`config.mk`:
```
export PLATFORM = sky130hd
export DESIGN_NAME = gcp_global_config
export DESIGN_NICKNAME = d
export VERILOG_FILES = /design/src/gcp_pkg.sv /design/src/gcp_index_route.sv /design/src/gcp_global_config.sv
export SDC_FILE = /design/constraint.sdc
export NUM_CORES = 1
export LEC_CHECK = 0
export CORE_MARGIN = 2
export CORE_UTILIZATION = 65
export CTS_BUF_LIST = sky130_fd_sc_hd__clkbuf_16
export DETAILED_ROUTE_END_ITERATION = 8
export DONT_BUFFER_PORTS = 1
export GPL_TIMING_DRIVEN = 0
export PLACE_DENSITY = 0.85
export SLEW_MARGIN = 5
export SYNTH_ARGS = -nofsm -noshare
export SYNTH_HDL_FRONTEND = slang
export SYNTH_SLANG_ARGS = --single-unit
```
`constraint.sdc`:
```
create_clock -name clk_sys -period 2 [get_ports clk_sys]
set_clock_uncertainty 0.05 [all_clocks]
set_input_delay 0.2 -clock clk_sys [delete_from_list [all_inputs] [get_ports clk_sys]]
set_output_delay 0.2 -clock clk_sys [all_outputs]
set_load 0.1 [all_outputs]
```
`src/gcp_pkg.sv`:
```
// Constants and carriers for the global configuration and pin routing block.
// Assumes a serial front end that decodes frames into single register requests.
package gcp_pkg;

  // Register access
  localparam int          GCP_DATA_W       = 32;
  localparam int          GCP_ADDR_W       = 8;
  localparam int          GCP_WRITE_BIT    = 7;
  localparam logic [7:0]  GCP_WRITE_OFFSET = 8'h80;
  localparam logic [6:0]  GCP_ADDR_GCONF   = 7'h00;
  localparam logic [31:0] GCP_RDATA_ZERO   = 32'h0000_0000;

  // Global configuration layout
  localparam int          GCP_CFG_W       = 11;
  localparam logic [10:0] GCP_CFG_RESET   = 11'h000;
  localparam logic [10:0] GCP_CFG_WMASK   = 11'h7F8;
  localparam int          GCP_BIT_CMP_SEL = 3;
  localparam int          GCP_BIT_IDX1    = 4;
  localparam int          GCP_BIT_QUAD2   = 5;
  localparam int          GCP_BIT_IDX2    = 6;
  localparam int          GCP_BIT_PROBE   = 7;
  localparam int          GCP_BIT_DIR1    = 8;
  localparam int          GCP_BIT_DIR2    = 9;
  localparam int          GCP_BIT_LOCK    = 10;

  localparam int          GCP_TEST_SEL_W  = 4;
  localparam logic [3:0]  GCP_TEST_SEL_0  = 4'h0;

  typedef struct packed {
    logic                  valid;
    logic [GCP_ADDR_W-1:0] addr;
    logic [GCP_DATA_W-1:0] wdata;
  } gcp_req_s;

  typedef struct packed {
    logic a;
    logic b;
    logic n;
  } gcp_enc_s;

endpackage : gcp_pkg

```
`src/gcp_index_route.sv`:
```
// Index channel source selector, one per encoder.
// Assumes all pin levels are already synchronous to the system clock.
`timescale 1ns/100ps
module gcp_index_route (
  input  wire logic use_switch,  // Take index from left switch
  input  wire logic ifc_sel,     // Interface select level
  input  wire logic serial_pin,  // Serial data pin level
  input  wire logic gp_pin,      // General purpose pin level
  input  wire logic switch_pin,  // Left reference switch level
  output logic      index        // Selected index level
);

  wire logic pin_source;

  // Serial pins are only free for the index when the serial link is not used
  assign pin_source = ifc_sel ? gp_pin : serial_pin;
  assign index      = use_switch ? switch_pin : pin_source;

endmodule : gcp_index_route

```
`src/gcp_global_config.sv`:
```
// Global configuration register and shared pin routing for a dual axis controller.
// Assumes register requests arrive already decoded, one per cycle, synchronous to clk_sys.
`timescale 1ns/100ps

//
// Behaviour
// - All register state is zero after power up unless stated otherwise.
// - Write address is register address plus 0x80; device decodes it as write.
// - Read-only ignores writes, write-only reads meaningless, clear-on-read clears flags.
// - Bit 3 low maps encoder one A/B; high drives compare pulse and interrupt.
// - Bit 4 picks index one from serial or gp pin, or left switch one.
// - Bit 5 turns right switches into encoder two A and B inputs.
// - Bit 6 picks index two from inverted serial or gp pin, or left switch two.
// - Bit 7 drives analog test output on right switch two, selected by test field.
// - Bits 8 and 9 invert motor one and motor two direction.
// - After lock bit 10 is written one, further configuration writes are ignored.
module gcp_global_config
  import gcp_pkg::*;
(
  input  wire logic                      clk_sys,             // System clock, 20 MHz
  input  wire logic                      rst,                 // Async reset, active high
  input  wire gcp_req_s                  reg_req,             // Register request
  output logic [GCP_DATA_W-1:0]          reg_rdata,           // Read data
  output logic                           reg_rsp_valid,       // Answer strobe
  input  wire logic                      interface_select,    // Serial interface select
  input  wire logic                      serial_pin_true,     // True serial pin level
  input  wire logic                      serial_pin_inverted, // Inverted serial pin level
  input  wire logic                      gp_pin_zero,         // General pin 0 level
  input  wire logic                      gp_pin_one,          // General pin 1 level
  input  wire logic                      left_switch_one,     // Left switch 1 level
  input  wire logic                      left_switch_two,     // Left switch 2 level
  input  wire logic                      right_switch_one,    // Right switch 1 level
  input  wire logic                      right_switch_two,    // Right switch 2 level
  input  wire logic                      enc1_a_pin_in,       // Encoder 1 A pin level
  input  wire logic                      enc1_b_pin_in,       // Encoder 1 B pin level
  output logic                           compare_pulse_out,   // A pin drive value
  output logic                           compare_pulse_oe,    // A pin output enable
  output logic                           irq_pin_out,         // B pin drive value
  output logic                           irq_pin_oe,          // B pin output enable
  input  wire logic                      compare_event,       // Compare pulse request
  input  wire logic                      irq_event,           // Interrupt level request
  output gcp_enc_s                       enc1,                // Encoder 1 signals
  output logic                           enc1_active,         // Encoder 1 in use
  output gcp_enc_s                       enc2,                // Encoder 2 signals
  output logic                           enc2_active,         // Encoder 2 in use
  output logic                           ref_right_one,       // Right switch 1 to ramp
  output logic                           ref_right_two,       // Right switch 2 to ramp
  output logic                           ref_right_active,    // Right switches usable
  input  wire logic [GCP_TEST_SEL_W-1:0] test_select,         // Test signal select
  output logic                           probe_enable,        // Analog test drive on
  output logic [GCP_TEST_SEL_W-1:0]      probe_select,        // Analog test signal
  input  wire logic                      motor_one_dir_req,   // Motor 1 direction in
  input  wire logic                      motor_two_dir_req,   // Motor 2 direction in
  output logic                           motor_one_dir,       // Motor 1 direction out
  output logic                           motor_two_dir,       // Motor 2 direction out
  output logic [GCP_CFG_W-1:0]           global_config_q      // Configuration to core
);

  ////////////////////////////////////////////////////////////////////////////////
  // Register decode

  logic [GCP_CFG_W-1:0] global_config;
  wire logic            req_is_write;
  wire logic [6:0]      req_index;
  wire logic            hit_gconf;
  wire logic            wr_gconf;
  wire logic            rd_gconf;
  wire logic [GCP_CFG_W-1:0] next_global_config;

  assign req_is_write = reg_req.addr[GCP_WRITE_BIT];
  assign req_index    = reg_req.addr[GCP_WRITE_BIT-1:0];
  assign hit_gconf    = reg_req.valid && (req_index == GCP_ADDR_GCONF);
  // Lock is sticky: only reset frees the register again
  assign wr_gconf     = hit_gconf && req_is_write && !global_config[GCP_BIT_LOCK];
  assign rd_gconf     = hit_gconf && !req_is_write;
  // Reserved bits are never stored, so they read back as zero
  assign next_global_config = reg_req.wdata[GCP_CFG_W-1:0] & GCP_CFG_WMASK;

  always_ff @(posedge clk_sys or posedge rst) begin
    if (rst) begin
      global_config <= GCP_CFG_RESET;
    end else if (wr_gconf) begin
      global_config <= next_global_config;
    end
  end

  // Unmapped reads answer zero; unmapped writes fall away
  always_ff @(posedge clk_sys or posedge rst) begin
    if (rst) begin
      reg_rdata     <= GCP_RDATA_ZERO;
      reg_rsp_valid <= 1'b0;
    end else begin
      reg_rsp_valid <= reg_req.valid;
      reg_rdata     <= rd_gconf ? {{(GCP_DATA_W-GCP_CFG_W){1'b0}}, global_config}
                                : GCP_RDATA_ZERO;
    end
  end

  assign global_config_q = global_config;

  ////////////////////////////////////////////////////////////////////////////////
  // Pin routing

  wire logic cmp_sel;
  wire logic quad2_sel;
  wire logic probe_on;
  wire logic idx1;
  wire logic idx2;

  assign cmp_sel   = global_config[GCP_BIT_CMP_SEL];
  assign quad2_sel = global_config[GCP_BIT_QUAD2];
  assign probe_on  = global_config[GCP_BIT_PROBE];

  gcp_index_route u_idx1 (
    .use_switch (global_config[GCP_BIT_IDX1]),
    .ifc_sel    (interface_select),
    .serial_pin (serial_pin_true),
    .gp_pin     (gp_pin_zero),
    .switch_pin (left_switch_one),
    .index      (idx1)
  );

  gcp_index_route u_idx2 (
    .use_switch (global_config[GCP_BIT_IDX2]),
    .ifc_sel    (interface_select),
    .serial_pin (serial_pin_inverted),
    .gp_pin     (gp_pin_one),
    .switch_pin (left_switch_two),
    .index      (idx2)
  );

  // All routed outputs are registered, so every path carries one cycle of latency
  always_ff @(posedge clk_sys or posedge rst) begin
    if (rst) begin
      enc1              <= '0;
      enc2              <= '0;
      enc1_active       <= 1'b0;
      enc2_active       <= 1'b0;
      compare_pulse_out <= 1'b0;
      compare_pulse_oe  <= 1'b0;
      irq_pin_out       <= 1'b0;
      irq_pin_oe        <= 1'b0;
    end else begin
      enc1_active       <= !cmp_sel;
      enc1.a            <= cmp_sel ? 1'b0 : enc1_a_pin_in;
      enc1.b            <= cmp_sel ? 1'b0 : enc1_b_pin_in;
      enc1.n            <= idx1;
      compare_pulse_oe  <= cmp_sel;
      irq_pin_oe        <= cmp_sel;
      compare_pulse_out <= cmp_sel && compare_event;
      irq_pin_out       <= cmp_sel && irq_event;
      enc2_active       <= quad2_sel;
      enc2.a            <= quad2_sel ? right_switch_one : 1'b0;
      enc2.b            <= quad2_sel ? right_switch_two : 1'b0;
      enc2.n            <= idx2;
    end
  end

  // Right switch two is analog while probing, so its digital level is masked
  always_ff @(posedge clk_sys or posedge rst) begin
    if (rst) begin
      ref_right_active <= 1'b0;
      ref_right_one    <= 1'b0;
      ref_right_two    <= 1'b0;
      probe_enable     <= 1'b0;
      probe_select     <= GCP_TEST_SEL_0;
      motor_one_dir    <= 1'b0;
      motor_two_dir    <= 1'b0;
    end else begin
      ref_right_active <= !quad2_sel;
      ref_right_one    <= !quad2_sel && right_switch_one;
      ref_right_two    <= !quad2_sel && !probe_on && right_switch_two;
      probe_enable     <= probe_on;
      probe_select     <= probe_on ? test_select : GCP_TEST_SEL_0;
      motor_one_dir    <= motor_one_dir_req ^ global_config[GCP_BIT_DIR1];
      motor_two_dir    <= motor_two_dir_req ^ global_config[GCP_BIT_DIR2];
    end
  end
endmodule : gcp_global_config

```
### Word level (Yosys, flattened, before mapping)

Cells that the tools add are included.

* flip-flop bits (word level): 41
* input bits: 62
* word-level logic and storage cells: 48
* output and inout port bits: 66

* reduce and logical (&&, ||, !) cells: 15
* muxes and demuxes: 10
* bitwise logic cells: 2

Operators by type and width (count)
* $mux 11: 1
* $logic_and 1x1->1: 9
* $mux 1: 8
* $logic_not 7->1: 1
* $logic_not 1->1: 5
* $mux 4: 1
* $xor 1x1->1: 2

### Depth between registers and ports, before layout

* depth in word-level cells: 4
* mapped depth: 3
* depth with buffers taken out: 3

### Cells and area by module

Synthesis repeated with hierarchy kept, for this count alone.

* cells, all modules: 112
* area, all modules: 1526.5 µm²

Modules (own cells, without submodules)
* gcp_global_config: instances 1, cells an instance 106, area each 1488.9 µm², seq. area each 950.9 µm²
* gcp_index_route: instances 2, cells an instance 3, area each 18.8 µm², seq. area each 0.0 µm²

### Worst setup path before layout

Ideal clock, no wire load.

* path kind: register to register
* from: reg global_config[10], in the netlist global_config_q[10]
* to: reg global_config[3], in the netlist global_config_q[3]
* slack: 0.206 ns
* cell stages (with the launch flop): 3
* required time: 1.824 ns
* arrival: 1.618 ns
* setup time: 0.126 ns
* path buffers: 0
* period minus slack after synthesis: 1.794 ns
* cell sequence: dfrtp_1 nand4b_2 mux2_2

* cells in the longest elaborated chain, start to end: 2

Ends and longest elaborated chain
* start, declared: RTL line gcp_global_config.sv:62 `logic [GCP_CFG_W-1:0] global_config;`
* start signal, assigned: RTL line gcp_global_config.sv:83 `global_config <= next_global_config;`
* $logic_not 1->1: RTL line gcp_global_config.sv:74 `assign wr_gconf = hit_gconf && req_is_write && !global_config[GCP_BIT_LOCK];`
* $logic_and 1x1->1: RTL line gcp_global_config.sv:74

Every way passes these cells.
A chain may end at the register's enable or synchronous reset.

### Worst setup path in the final report

* from: reg global_config[10], in the netlist global_config_q[10]
* to: reg global_config[6], in the netlist global_config_q[6]

Same word-level chain as after synthesis.

==> impl_metrics.csv <==
group,metric,value,unit
run_status,outcome,"completed",
sta,rsz0062_at_grt,"no",
synthesis,synthCells,114,
floorplan,die_w,52.70,um
hold_path,hold_path_depth,1,
power_and_ir_drop,max-vdd-ir-drop,0.8353,mV
route,drt_iter0_drc,7,
clocking,post_cts_resized,0,
synthesis,ys_ff_latch,38,
floorplan,initial_utilization,69.02,%
layout,regArea,950.9,um^2
layout,drive_gt1_share,32.47,%
hold_path,hold_class,"in -> reg",
layout,mostFrequentLayoutCell,"dfrtp_1",
grt,antenna_found_initial,0,
worst_setup_path,worstPathRequired,2.11,ns
route,vias_per_cell,4.808,
worst_setup_path,crit_slowest_cell,"dfrtp_1",
layout,multi_input_area,451.7,um^2
power_and_ir_drop,finalPower,2.102,mW
layout,num_antenna_cells,0,
power_and_ir_drop,power_density,1121,mW/mm^2
route,wl,2781,um
floorplan,fp.dieArea,0.002777,mm^2
placement,place_hpwl,2024,um
sta,slew_violations,0,
clocking,cts_inserted_buffers,5,
synthesis,synth.area.mux_share,6.412,%
worst_setup_path,endpoint_kind,"register",
worst_setup_path,path_class,"reg -> reg",
sta,whs,0.009424,ns
synthesis,ys_warn_count,0,
synthesis,synthSimpleGateAreaFrac,13.88,%
sta,setup_viol_count_final,0,
clocking,insertion_delay,0.28,ns
hold_path,min_to,"enc1[2]$_DFF_PP0_",
floorplan,die_h,52.70,um
worst_setup_path,rrSetupSlack,0.09,ns
layout,fin_cells,182,
placement,gp_congestion,0.6656,
power_and_ir_drop,seq_power_share,48.6,%
layout,nFillCells,112,
worst_setup_path,cp_slowest_stage_delay,0.96,ns
power_and_ir_drop,intPower,1.314,mW
synthesis,avgSynthCellArea,13.52,um^2
sta,fin_crit,1.909,ns
worst_setup_path,ff2ff_path_depth,2,
power_and_ir_drop,p_switching,787.8,uW
clocking,cts_tree,"done",
clocking,clock_sinks,38,
sta,fin_tns_setup,0,ns
power_and_ir_drop,switching_share,37.48,%
placement,dp_cells,168,
clocking,clk_pin_slew,0.05,ns
route,drc,0,
grt,grt.total_usage,21.30,%
grt,grt_start_max_net_pins,39,
route,firstDrtPassIters,4,
worst_setup_path,crit_buf_inv,0,
sta,worstMarginPinSlew,1.054,ns
grt,overflow,0,
power_and_ir_drop,p_comb_share,16.4,%
synthesis,synth_fa_ha_area_share,0,%
synthesis,synth_top_family_by_area,"buffers and inverters",
route,vias,875,
worst_setup_path,r2r_start,"global_config_q[10]$_DFFE_PP0P_",
floorplan,core_area,0.002233,mm^2
grt,grt_pass1_vias,840,
placement,portBuffers,0,
clocking,post_cts_buffers,0,
layout,layout.nets,215,
worst_setup_path,cp.arrival,2.02,ns
worst_setup_path,crit_path_max_fanout,7,
sta,fmax,523.9,MHz
worst_setup_path,crit_chain,"nand4b_2 > mux2_2",
synthesis,synth_compound_area_share,1.299,%
route,postRouteAntennaNets,0,
sta,hold_viol,0,
synthesis,synth_cell_types,20,
clocking,clockBufferDepth,2,
clocking,htreeDepth,2,
power_and_ir_drop,clkPwrFrac,35.1,%
layout,synthToLayoutAreaGrowth,21.67,%
worst_setup_path,worst_setup_path_start_kind,"register",
sta,fin_crit_sh,95.44,%
synthesis,syn-cell-area,0.001541,mm^2
floorplan,num_rows,17,
floorplan,pin_count,128,
route,avgRoutedWirePerCell,15.28,um
layout,final_cell_mix,"dfrtp_1, buf_4, conb_1, and2_1, mux2_2",
synthesis,seq_area_frac_synth,61.69,%
hold_path,holdCritStartpoint,"enc1_a_pin_in",
grt,grt_pass1_wl,3988,um
power_and_ir_drop,leakage,1.006,nW
sta,relSlewSlack,29.71,%
worst_setup_path,critPathTopFamily,"flip-flops",
job,cap_violations,0,
worst_setup_path,worstReg2RegEnd,"global_config_q[6]$_DFFE_PP0P_",
clocking,cts_root_buffer,"clkbuf_16",
synthesis,post_synth_xor_area_fraction,1.136,%
==> what timing repair did <==
| item | 4_1_cts | 5_1_grt |
|---|---|---|
| hold endpoints to repair | 6 | 38 |
| endpoints found under the setup margin | 0 | 0 |
| hold buffers | 5 | 1 |
==> cell families (layout without fill, tap and decap cells) <==
family,after synthesis,in the layout
XOR/XNOR,2,2
multiplexers,9,9
buffers and inverters,33,47
other,1,27
flip-flops,38,38
AND/OR/NAND/NOR,28,28
AO/OA/AOI/OAI,3,3
==> synth_stat cells (all sizes together) <==
library cell	n	share of area, %
conb	1	0.24
buf	30	15
or4b	1	0.89
dfrtp	38	62
nor2b	3	1.2
nor3b	1	0.49
nor4b	1	0.97
o21ai	2	0.65
mux2	7	5.1
nor4	3	1.6
or4	1	0.49
inv	3	0.73
nor3	1	1.1
a41o	1	0.65
xor2	2	1.1
mux2i	2	1.3
nand4b	1	0.97
and2	14	5.7
nand2	2	0.49
==> state kept, by name (all words and copies together) (netlist names) <==
signal             flops
probe_select           4
irq_pin_oe             1
motor_two_dir          1
global_config_q        8
ref_right_two          1
enc1                   3
enc2_active            1
enc1_active            1
probe_enable           1
enc2                   3
ref_right_one          1
reg_rdata              8
motor_one_dir          1
irq_pin_out            1
ref_right_active       1
compare_pulse_out      1
reg_rsp_valid          1
==> layer usage <==
metal / share of wire [%] / wire (um) / track usage [%] / vias up
met5: 0 / 0 / 0 / -
met4: 2.5 / 70 / 12.82 / 0
met3: 10 / 279 / 8.857 / 7
met2: 54 / 1497 / 36.88 / 61
met1: 34 / 933 / 20.84 / 412
li1: - / - / - / 395
==> worst max path at each step <==
stage	startpoint	to	slack, ns	depth (start not counted)
after floorplan	global_config_q[10]$_DFFE_PP0P_	global_config_q[3]$_DFFE_PP0P_	0.21	2
after global placement	global_config_q[10]$_DFFE_PP0P_	global_config_q[8]$_DFFE_PP0P_	0.11	2
after detailed placement	global_config_q[10]$_DFFE_PP0P_	global_config_q[6]$_DFFE_PP0P_	0.08	2
after CTS	global_config_q[10]$_DFFE_PP0P_	global_config_q[6]$_DFFE_PP0P_	0.07	2
after global routing	global_config_q[10]$_DFFE_PP0P_	global_config_q[6]$_DFFE_PP0P_	0.04	2
final	global_config_q[10]$_DFFE_PP0P_	global_config_q[6]$_DFFE_PP0P_	0.09	2
==> power groups by stage <==
stage | Sequential [mW] | Clock, mW | Combinational, mW
global route | 1.02 | 0.791 | 0.356
CTS | 1.02 | 0.743 | 0.340
floorplan | 1.03 | 0 | 0.324
global placement | 1.03 | 0 | 0.329
finish | 1.02 | 0.738 | 0.344
detailed placement | 1.03 | 0 | 0.331
==> through the flow <==
stage | utilization, % | cell area (um^2) | setup slack, ns
2_1_floorplan | - | 1639 | 0.2060
3_3_place_gp | 74.96 | 1674 | 0.1077
3_5_place_dp | 74.96 | 1674 | 0.07975
4_1_cts | 83.53 | 1866 | 0.07131
5_1_grt | 83.98 | 1876 | 0.03932
6_report | 83.98 | 1876 | 0.09129
==> layout make-up <==
| cell class | instances | area share (%) |
|---|---|---|
| Multi-Input combinational cell | 69 | 24.08 |
| Sequential cell | 38 | 50.70 |
| Inverter | 3 | 0.6004 |
| Clock inverter | 3 | 0.8672 |
| Timing Repair Buffer | 6 | 3.202 |
| Tap cell | 28 | 1.868 |
| Clock buffer | 5 | 6.671 |
| Buffer | 30 | 12.01 |
==> worst reg2reg max path, stage by stage (launching register included) <==
cell	delay (ns)
dfrtp_1	0.96
nand4b_2	0.41
mux2_2	0.37
(Power assumes the default switching activity.)
